## src/inc/fspc_pkg.sv

```systemverilog
// constants, codes and types shared by the flash self programming control
package fspc_pkg;

  // clock and operation timing
  localparam int CLK_PERIOD_NS = 10;
  localparam int ERASE_TIME_NS = 2000;
  localparam int WRITE_TIME_NS = 200;
  localparam int ERASE_CYC     = (ERASE_TIME_NS + CLK_PERIOD_NS - 1) / CLK_PERIOD_NS;
  localparam int WRITE_CYC     = (WRITE_TIME_NS + CLK_PERIOD_NS - 1) / CLK_PERIOD_NS;

  // boot areas are groups of this many blocks
  localparam int SWAP_SPAN = 4;

  // vector layout in internal ram
  localparam logic [31:0] MI_VEC_OFS  = 32'h0000_0004;
  localparam logic [31:0] ERASED_WORD = 32'hFFFF_FFFF;
  localparam logic [31:0] INFO_RESET  = 32'h0000_0000;

  // synchroniser settle count before the mode strap is taken
  localparam logic [1:0] SETTLE_DONE = 2'h2;

  typedef enum logic [3:0] {
    FSPC_OP_ERASE     = 4'h0,
    FSPC_OP_WRITE     = 4'h1,
    FSPC_OP_VERIFY    = 4'h2,
    FSPC_OP_BLANK     = 4'h3,
    FSPC_OP_READ      = 4'h4,
    FSPC_OP_GET_INFO  = 4'h5,
    FSPC_OP_SET_INFO  = 4'h6,
    FSPC_OP_SWAP      = 4'h7,
    FSPC_OP_PIN_CHECK = 4'h8
  } fspc_op_t;

  typedef enum logic [1:0] {
    FSPC_IDLE   = 2'b00,
    FSPC_EXEC   = 2'b01,
    FSPC_FINISH = 2'b10
  } fspc_state_t;

  typedef enum logic [1:0] {
    FSPC_MODE_NORMAL     = 2'b00,
    FSPC_MODE_PROGRAMMER = 2'b01,
    FSPC_MODE_PROHIBITED = 2'b10
  } fspc_mode_t;

  typedef enum logic [2:0] {
    FSPC_ST_OK        = 3'h0,
    FSPC_ST_PROTECT   = 3'h1,
    FSPC_ST_MODE      = 3'h2,
    FSPC_ST_VERIFY    = 3'h3,
    FSPC_ST_BLANK     = 3'h4,
    FSPC_ST_BAD_OP    = 3'h5
  } fspc_status_t;

endpackage : fspc_pkg

```

## src/rtl/fspc_pin_sync.sv

```systemverilog
// two flip-flop synchroniser for the mode pins
module fspc_pin_sync #(
  parameter int W = 2
) (
  input  wire logic         clk,
  input  wire logic         nrst,
  input  wire logic [W-1:0] async_in,
  output logic      [W-1:0] sync_out
);
  typedef struct packed {
    logic [W-1:0] stage1;
    logic [W-1:0] stage2;
  } fspc_sync_t;

  fspc_sync_t s;
  fspc_sync_t next_s;

  // first stage feeds only the second
  always_comb begin
    next_s        = s;
    next_s.stage1 = async_in;
    next_s.stage2 = s.stage1;
  end

  // state register
  always_ff @(posedge clk or negedge nrst) begin
    if (!nrst) begin
      s <= '0;
    end else begin
      s <= next_s;
    end
  end

  assign sync_out = s.stage2;
endmodule : fspc_pin_sync

```

## src/rtl/fspc_core.sv

```systemverilog
// flash self programming sequencer with boot swap and vector redirect
module fspc_core
  import fspc_pkg::*;
#(
  parameter int          OFS_W         = 4,
  parameter int          BLK_W         = 4,
  parameter int          CNT_W         = 16,
  parameter logic [31:0] RAM_BASE      = 32'h03FF_D800,
  parameter logic [31:0] NMI_FLASH_VEC = 32'h0000_0010,
  parameter logic [31:0] MI_FLASH_VEC  = 32'h0000_0080
) (
  input  wire logic                   clk,
  input  wire logic                   nrst,
  input  wire logic                   mode_protect_pin,
  input  wire logic                   aux_mode_pin,
  input  wire logic                   self_prog_req,
  input  wire logic                   op_start,
  input  wire logic [3:0]             op_code,
  input  wire logic [BLK_W-1:0]       op_block,
  input  wire logic [BLK_W+OFS_W-1:0] op_addr,
  input  wire logic [31:0]            op_wdata,
  input  wire logic [31:0]            arr_rdata,
  input  wire logic                   arr_margin_fail,
  output logic      [BLK_W+OFS_W-1:0] arr_addr,
  output logic      [31:0]            arr_wdata,
  output logic                        arr_write,
  output logic                        arr_erase,
  output logic                        arr_read,
  output logic                        busy,
  output logic                        done,
  output logic      [2:0]             status,
  output logic      [31:0]            rdata,
  output logic                        self_prog_active,
  output logic                        flash_fetch_ok,
  output logic      [31:0]            nmi_vector,
  output logic      [31:0]            mi_vector
);
  localparam int ADDR_W    = BLK_W + OFS_W;
  localparam int BLK_WORDS = 2 ** OFS_W;

  // elaboration checks
  if (BLK_W < 3) begin : g_chk_blk
    $error("fspc_core: BLK_W must cover blocks 0 to 7");
  end
  if (CNT_W <= OFS_W || ERASE_CYC >= 2 ** CNT_W || WRITE_CYC < 1) begin : g_chk_cnt
    $error("fspc_core: CNT_W too narrow for block walk or timing");
  end

  typedef struct packed {
    fspc_state_t       state;
    fspc_op_t          op;
    logic [BLK_W-1:0]  blk;
    logic [CNT_W-1:0]  cnt;
    logic [1:0]        settle;
    logic              mode_taken;
    fspc_mode_t        mode;
    logic              swapped;
    logic [31:0]       info;
    fspc_status_t      status;
    logic              done;
    logic [31:0]       rdata;
    logic [ADDR_W-1:0] arr_addr;
    logic [31:0]       arr_wdata;
    logic              arr_write;
    logic              arr_erase;
    logic              arr_read;
    logic              rd_pending;
    logic              sp_active;
    logic              busy;
    logic              fetch_ok;
    logic [31:0]       nmi_vec;
    logic [31:0]       mi_vec;
  } fspc_core_t;

  fspc_core_t s;
  fspc_core_t next_s;
  logic [1:0] pins_s;
  logic       pin_s;
  logic       aux_s;

  // pin synchroniser
  fspc_pin_sync #(.W(2)) u_sync (
    .clk      (clk),
    .nrst     (nrst),
    .async_in ({aux_mode_pin, mode_protect_pin}),
    .sync_out (pins_s)
  );
  assign pin_s = pins_s[0];
  assign aux_s = pins_s[1];

  // logical to physical block, areas swapped when flagged
  function automatic logic [BLK_W-1:0] phys_block(input logic [BLK_W-1:0] b,
                                                  input logic sw);
    phys_block = b;
    if (sw && b < BLK_W'(2 * SWAP_SPAN)) begin
      phys_block = b ^ BLK_W'(SWAP_SPAN);
    end
  endfunction : phys_block

  // operations that change flash contents need the protect pin
  function automatic logic needs_protect(input logic [3:0] op);
    needs_protect = (op == FSPC_OP_ERASE) || (op == FSPC_OP_WRITE) ||
                    (op == FSPC_OP_SET_INFO) || (op == FSPC_OP_SWAP);
  endfunction : needs_protect

  // next state
  always_comb begin
    next_s           = s;
    next_s.done      = 1'b0;
    next_s.arr_write = 1'b0;
    next_s.arr_erase = 1'b0;
    next_s.arr_read  = 1'b0;
    // mode strap taken once synchronisers settle after release
    if (!s.mode_taken) begin
      if (s.settle == SETTLE_DONE) begin
        next_s.mode_taken = 1'b1;
        if (!pin_s) begin
          next_s.mode = FSPC_MODE_NORMAL;
        end else if (!aux_s) begin
          next_s.mode = FSPC_MODE_PROGRAMMER;
        end else begin
          next_s.mode = FSPC_MODE_PROHIBITED;
        end
      end else begin
        next_s.settle = s.settle + 2'h1;
      end
    end
    case (s.state)
      FSPC_IDLE: begin
        if (op_start) begin
          next_s.op     = fspc_op_t'(op_code);
          next_s.cnt    = '0;
          next_s.status = FSPC_ST_OK;
          next_s.state  = FSPC_FINISH;
          if (!s.sp_active) begin
            next_s.status = FSPC_ST_MODE;
          end else if (needs_protect(op_code) && !pin_s) begin
            next_s.status = FSPC_ST_PROTECT;
          end else begin
            case (op_code)
              FSPC_OP_ERASE: begin
                next_s.arr_erase = 1'b1;
                next_s.arr_addr  = {phys_block(op_block, s.swapped), {OFS_W{1'b0}}};
                next_s.cnt       = CNT_W'(ERASE_CYC);
                next_s.state     = FSPC_EXEC;
              end
              FSPC_OP_WRITE: begin
                next_s.arr_write = 1'b1;
                next_s.arr_addr  = {phys_block(op_addr[ADDR_W-1:OFS_W], s.swapped),
                                    op_addr[OFS_W-1:0]};
                next_s.arr_wdata = op_wdata;
                next_s.cnt       = CNT_W'(WRITE_CYC);
                next_s.state     = FSPC_EXEC;
              end
              FSPC_OP_VERIFY, FSPC_OP_BLANK: begin
                next_s.blk   = phys_block(op_block, s.swapped);
                next_s.state = FSPC_EXEC;
              end
              FSPC_OP_READ: begin
                next_s.arr_read   = 1'b1;
                next_s.arr_addr   = {phys_block(op_addr[ADDR_W-1:OFS_W], s.swapped),
                                     op_addr[OFS_W-1:0]};
                next_s.rd_pending = 1'b1;
                next_s.cnt        = CNT_W'(BLK_WORDS);
                next_s.state      = FSPC_EXEC;
              end
              FSPC_OP_GET_INFO: next_s.rdata = s.info;
              FSPC_OP_SET_INFO: next_s.info = op_wdata;
              FSPC_OP_SWAP: next_s.swapped = !s.swapped;
              FSPC_OP_PIN_CHECK: begin
                next_s.status = pin_s ? FSPC_ST_OK : FSPC_ST_PROTECT;
              end
              default: next_s.status = FSPC_ST_BAD_OP;
            endcase
          end
        end
      end
      FSPC_EXEC: begin
        if (s.op == FSPC_OP_ERASE || s.op == FSPC_OP_WRITE) begin
          // timed program or erase pulse
          if (s.cnt <= CNT_W'(1)) begin
            next_s.state = FSPC_FINISH;
          end else begin
            next_s.cnt = s.cnt - CNT_W'(1);
          end
        end else begin
          // data checks one cycle after each read
          if (s.rd_pending) begin
            if (s.op == FSPC_OP_BLANK && arr_rdata != ERASED_WORD) begin
              next_s.status = FSPC_ST_BLANK;
            end
            if (s.op == FSPC_OP_VERIFY && arr_margin_fail) begin
              next_s.status = FSPC_ST_VERIFY;
            end
            if (s.op == FSPC_OP_READ) begin
              next_s.rdata = arr_rdata;
            end
          end
          if (s.cnt != CNT_W'(BLK_WORDS)) begin
            next_s.arr_read   = 1'b1;
            next_s.arr_addr   = {s.blk, s.cnt[OFS_W-1:0]};
            next_s.cnt        = s.cnt + CNT_W'(1);
            next_s.rd_pending = 1'b1;
          end else begin
            next_s.rd_pending = 1'b0;
            if (!s.rd_pending) begin
              next_s.state = FSPC_FINISH;
            end
          end
        end
      end
      FSPC_FINISH: begin
        next_s.done  = 1'b1;
        next_s.state = FSPC_IDLE;
      end
      default: next_s.state = FSPC_IDLE;
    endcase
    // self programming held while an operation runs, normal mode only
    if (s.state == FSPC_IDLE) begin
      next_s.sp_active = self_prog_req && s.mode_taken && s.mode == FSPC_MODE_NORMAL;
    end
    next_s.busy     = next_s.state != FSPC_IDLE;
    next_s.fetch_ok = next_s.state == FSPC_IDLE;
    next_s.nmi_vec  = next_s.sp_active ? RAM_BASE : NMI_FLASH_VEC;
    next_s.mi_vec   = next_s.sp_active ? RAM_BASE + MI_VEC_OFS : MI_FLASH_VEC;
  end

  // state register
  always_ff @(posedge clk or negedge nrst) begin
    if (!nrst) begin
      s          <= '0;
      s.info     <= INFO_RESET;
      s.fetch_ok <= 1'b1;
      s.nmi_vec  <= NMI_FLASH_VEC;
      s.mi_vec   <= MI_FLASH_VEC;
    end else begin
      s <= next_s;
    end
  end

  assign arr_addr         = s.arr_addr;
  assign arr_wdata        = s.arr_wdata;
  assign arr_write        = s.arr_write;
  assign arr_erase        = s.arr_erase;
  assign arr_read         = s.arr_read;
  assign busy             = s.busy;
  assign done             = s.done;
  assign status           = s.status;
  assign rdata            = s.rdata;
  assign self_prog_active = s.sp_active;
  assign flash_fetch_ok   = s.fetch_ok;
  assign nmi_vector       = s.nmi_vec;
  assign mi_vector        = s.mi_vec;

  // checks
  localparam int ERASE_BOUND = ERASE_CYC + 2;
endmodule : fspc_core

```

## config.mk

```make
export PLATFORM = sky130hd
export DESIGN_NAME = fspc_core
export DESIGN_NICKNAME = d
export VERILOG_FILES = /design/src/inc/fspc_pkg.sv /design/src/rtl/fspc_pin_sync.sv /design/src/rtl/fspc_core.sv
export SDC_FILE = /design/constraint.sdc
export NUM_CORES = 1
export LEC_CHECK = 0
export BUFFER_PORTS_ARGS = -buffer_cell sky130_fd_sc_hd__buf_4
export CORE_MARGIN = 5
export CORE_UTILIZATION = 40
export DETAILED_ROUTE_END_ITERATION = 12
export GPL_ROUTABILITY_DRIVEN = 0
export PLACE_DENSITY = 0.72
export SYNTH_ARGS = -nofsm -noshare
export SYNTH_HDL_FRONTEND = slang
export SYNTH_HIERARCHICAL = 1
export SYNTH_SLANG_ARGS = --single-unit
export TNS_END_PERCENT = 10
```

## constraint.sdc

```tcl
create_clock -name clk -period 2.56 [get_ports clk]
set_input_delay 0.128 -clock clk [delete_from_list [all_inputs] [get_ports clk]]
set_output_delay 0.128 -clock clk [all_outputs]
set_load 0.005 [all_outputs]
```

==> reports/results.env <==
RUN_STATUS='complete, no violations'
SYNTH_COMPOUND_AREA_FRAC=0.142
PORTION_OF_THE_POST_SYNTHESIS_AREA_USED_BY_SEQUENTIAL_ELEMENTS=0.463
MAX_FREQ_MHz=423
CTS_MAX_PATH_BUFFERS=2
DP_HPWL_MM=15.1
SLEW_VIOLATIONS=0
RRSETUPSLACK_PS=190
YOSYS.AREA_SHARE.XOR_XNOR=0.00640
FINAL.SETUP_SKEW_PS=9.17
WORST_PIN_SLEW_PS=781
SYN_TO_FINAL_GROWTH_PCT=23.5
INITIAL_CORE_UTIL=0.406
DRT_PRE_ANTENNA_ITERS=5
CRITICAL_PATH_ARRIVAL_PS=2670
CTS_TREE='done'
GLOBALROUTE.TOTALOVERFLOW=0
SYNTHADDERAREAFRAC=0.00761
POWER.SHARE.COMBINATIONAL=0.358
FLOORPLAN.CORE_AREA_UM2=20200
DRT-WIRELENGTH-PER-CELL_UM=18.2
POSTSYNTHREGISTERBITS=152
DETAILROUTE.VIA_COUNT=6134
CRIT_CHAIN='nor4_4 -> nand4b_4 -> nor3_1 -> o21a_1 -> mux2_2'
RSZ0062_AT_GRT='no'
POWER.SHARE.CLOCK=0.263
RELSLEWSLACK=0.473
SHARE_OF_THE_CLOCK_PERIOD_USED_BY_THE_WORST_PATH_AFTER_LAYOUT=0.924
SYN_AREA_PER_CELL_UM2=10.7
NETSWITCHINGPOWER_mW=3.35
YOSYS-MUX-AREA-FRACTION=0.111
DRT-VIAS-PER-INSTANCE=5.22
SETUP_VIOLATIONS=0
MAXIMUM_NUMBER_OF_PINS_ON_ONE_NET_BEFORE_GLOBAL_ROUTE_REPAIR=65
INSERTEDDIODECOUNT=0
GRT_UTIL_ALL_LAYERS=0.181
YOSYS.AREA.TOP_TYPE='sky130_fd_sc_hd__dfrtp_1'
SWITCHING_SHARE=0.345
ANTENNA_LEFT=0
REQUIRED_PS=2870
POST_SYNTHESIS_SHARE_OF_CELL_AREA_SPENT_ON_AND_OR_NAND_AND_NOR_GATES=0.111
PATH_MAX_FANOUT=10
CTS_MADE_BUFFERS=17
CTS_SETUP_BUFFERS=0
CRITICAL_PATH_ENDPOINT_CATEGORY='register'
NUMBER_OF_ANTENNA_VIOLATIONS_AT_THE_FIRST_CHECK_IN_GLOBAL_ROUTING=0
WIRE_LENGTH_OF_THE_FIRST_GLOBAL_ROUTING_PASS_MM=34.5
PIN_COUNT=233
SYNTH_EDF_COUNT=0
PROPORTION_OF_LAYOUT_CELLS_WITH_A_DRIVE_SUFFIX_ABOVE_1=0.390
CTS_SINK_COUNT=152
IO_BUFFER_COUNT=199
FLOORPLAN.ROWS=52
PWR_DENSITY_CELL_nW_PER_UM2=957
TIMING.CRITICAL_PATH.SLOWEST_STAGE_CELL='sky130_fd_sc_hd__dfrtp_1'
SYNTH.TOP_CELLS.BY_AREA='sky130_fd_sc_hd__dfrtp_1 (46%), sky130_fd_sc_hd__buf_4 (13%), sky130_fd_sc_hd__mux2_2 (10%)'
YOSYSUNIQUECELLTYPES=72
SYNTHARSTFLOPSHARE=1.00
NETLIST_AREA_UM2=8220
HOLDCRITPATHCLASS='in2reg'
POWER_FRAC_SEQ=0.380
DRT_WL_TOTAL_MM=21.4
DETAIL_ROUTE.DRC_VIOLATIONS=0
DETAILEDROUTE.FIRSTITERATIONVIOLATIONS=537
INSERTION_DELAY_PS=430
SYNTH_WARNINGS=6
DIEAREA_UM2=23500
CRIT_PATH_MAX_INCR_DELAY_PS=490
YS_DOMINANT_REG_CELL='sky130_fd_sc_hd__dfrtp_1'
VIA_COUNT_OF_THE_FIRST_GLOBAL_ROUTING_PASS=6334
FLOORPLAN.DIE.WIDTH_UM=153
LAYOUT_MIN_CYCLE_TIME_PS=2370
SYNTH.TOP_CELL.AREA_SHARE=0.457
CTS-HTREE-LEVELS=4
DIE_HEIGHT_UM=153
DOMINANT_COMBINATIONAL_CELL_FAMILY_BY_AREA_AFTER_SYNTHESIS='buffers and inverters'
START_KIND='register'
P_LEAK_nW=4.75
CRITICALPATHCATEGORY='reg2reg'
UTILIZATION=0.501
SYNTHCELLS=767
CAP_VIOLATIONS=0
POWER.IR.VDD_WORST_uV=563
LAYOUT.NETS=984
CTS_ROOT_BUFFER='sky130_fd_sc_hd__clkbuf_16'
TIMING.FINAL.HOLD_VIOLATIONS=0
PATH_CLK_SLEW_PS=70
INTERNAL-POWER_mW=6.36
FINAL.SETUP.TNS_PS=0
## final cells by class
cell class	count	area (um^2)
clock buffer	17	425
clock inverter	15	175
fill	1814	10100
inverter	11	41.3
multi-input combinational	452	3240
sequential	152	3810
tap	270	338
timing repair buffer	258	2120
## worst max-delay path, delay by kind of cell, from the launching register on
family	cells	cell delay, ps
DFF	1	490
AOI/OAI and AO/OA	1	370
muxes	1	380
and+or+nand+nor	3	1000
## power groups by stage
stage / combinational, mW / sequential (mW) / clock [mW]
6_report: 3.47 / 3.69 / 2.55
2_1_floorplan: 2.72 / 3.51 / 0
4_1_cts: 3.50 / 3.68 / 2.61
3_3_place_gp: 3.38 / 3.67 / 0
5_1_grt: 3.83 / 3.79 / 2.72
3_5_place_dp: 3.44 / 3.70 / 0
## metal layers
layer / global-route usage / share of wire / up-vias
met4: 0.0607 / 0.023 / 0
li1: - / - / 2836
met1: 0.229 / 0.41 / 3021
met2: 0.287 / 0.47 / 243
met5: 0 / 0 / -
met3: 0.0673 / 0.092 / 34
## through the flow
| stage | instance area [um^2] | std cells | power [mW] | hold WS [ps] | worst slack, ps |
|---|---|---|---|---|---|
| floorplan | 8340 | 799 | 6.24 | -168 | 241 |
| global placement | 9140 | 1102 | 7.05 | 128 | 279 |
| detailed placement | 9140 | 1102 | 7.14 | 130 | 202 |
| CTS | 10100 | 1175 | 9.79 | 8.33 | 193 |
| global route | 10100 | 1175 | 10.3 | 26.3 | 36.6 |
| finish | 10100 | 1175 | 9.71 | 26.0 | 195 |
## cells in the final DEF (no fill, tap or decap), types with 6 or more instances in the layout
cell,count
sky130_fd_sc_hd__nor3_1,6
sky130_fd_sc_hd__a22oi_1,34
sky130_fd_sc_hd__buf_4,210
sky130_fd_sc_hd__a22o_1,10
sky130_fd_sc_hd__clkbuf_16,17
sky130_fd_sc_hd__buf_12,6
sky130_fd_sc_hd__conb_1,33
sky130_fd_sc_hd__mux2_2,76
sky130_fd_sc_hd__nand4_1,10
sky130_fd_sc_hd__dfrtp_1,150
sky130_fd_sc_hd__nand2_1,29
sky130_fd_sc_hd__nor2_1,56
sky130_fd_sc_hd__nand3_1,7
sky130_fd_sc_hd__or3_1,6
sky130_fd_sc_hd__o21ai_0,15
sky130_fd_sc_hd__dlygate4sd3_1,41
sky130_fd_sc_hd__or2_2,11
sky130_fd_sc_hd__inv_1,11
sky130_fd_sc_hd__o31ai_1,12
sky130_fd_sc_hd__a21oi_1,41
## cell families after synthesis
group / count (synthesis)
buffers and inverters: 195
xor gates and xnor gates: 6
muxes: 81
other: 1
and+or+nand+nor: 166
AOI/OAI and AO/OA: 161
DFF: 152
adders and majority gates: 5
## flip-flops by register name (all words and copies together), names as in the netlist, 2 cells and up
signal / count
u_sync/sync_out: 2
s: 65
status: 3
arr_addr: 8
arr_wdata: 32
mi_vector: 2
rdata: 32
u_sync/next_s: 2
## final timing paths
| path | from | depth (start not counted) | to |
|---|---|---|---|
| setup / recovery | s[190]$_DFFE_PN0P_ | 5 | arr_addr[1]$_DFFE_PN0P_ |
| hold / removal | arr_rdata[20] | 3 | rdata[20]$_DFFE_PN0P_ |
| setup reg to reg | s[190]$_DFFE_PN0P_ | 5 | arr_addr[1]$_DFFE_PN0P_ |
| hold reg to reg | u_sync/next_s[1]$_DFF_PN0_ | 0 | u_sync/sync_out[1]$_DFF_PN0_ |
| max in group asynchronous | nrst | 3 | rdata[18]$_DFFE_PN0P_ |
| min in group asynchronous | nrst | 2 | s[67]$_DFFE_PN0P_ |
## cell usage after synthesis (3+ instances only)
cell	instances
sky130_fd_sc_hd__dfrtp_1	150
sky130_fd_sc_hd__buf_4	142
sky130_fd_sc_hd__mux2_2	76
sky130_fd_sc_hd__nor2_1	56
sky130_fd_sc_hd__a21oi_1	41
sky130_fd_sc_hd__a22oi_1	34
sky130_fd_sc_hd__nand2_1	29
sky130_fd_sc_hd__clkbuf_1	23
sky130_fd_sc_hd__buf_2	16
sky130_fd_sc_hd__o21ai_0	15
sky130_fd_sc_hd__o31ai_1	12
sky130_fd_sc_hd__inv_1	11
sky130_fd_sc_hd__or2_2	11
sky130_fd_sc_hd__a22o_1	10
sky130_fd_sc_hd__nand4_1	10
sky130_fd_sc_hd__nand3_1	7
sky130_fd_sc_hd__nor2b_1	6
sky130_fd_sc_hd__nor3_1	6
sky130_fd_sc_hd__o311ai_0	6
sky130_fd_sc_hd__or3_1	6
sky130_fd_sc_hd__ha_1	5
sky130_fd_sc_hd__nor4_1	5
sky130_fd_sc_hd__a2bb2oi_1	4
sky130_fd_sc_hd__o2bb2ai_1	4
sky130_fd_sc_hd__or4_1	4
sky130_fd_sc_hd__xnor2_1	4
sky130_fd_sc_hd__a32oi_1	3
sky130_fd_sc_hd__and3_1	3
sky130_fd_sc_hd__buf_6	3
sky130_fd_sc_hd__mux2i_1	3
sky130_fd_sc_hd__nand2b_1	3
sky130_fd_sc_hd__o2111ai_1	3
## what timing repair did
item                       in CTS  in global routing
hold buffers                   41                  0
setup endpoints to repair       0                  1
gates resized for setup         0                  1
hold endpoints to repair      122                  0
Note: power is estimated with default switching activity, not from simulation.
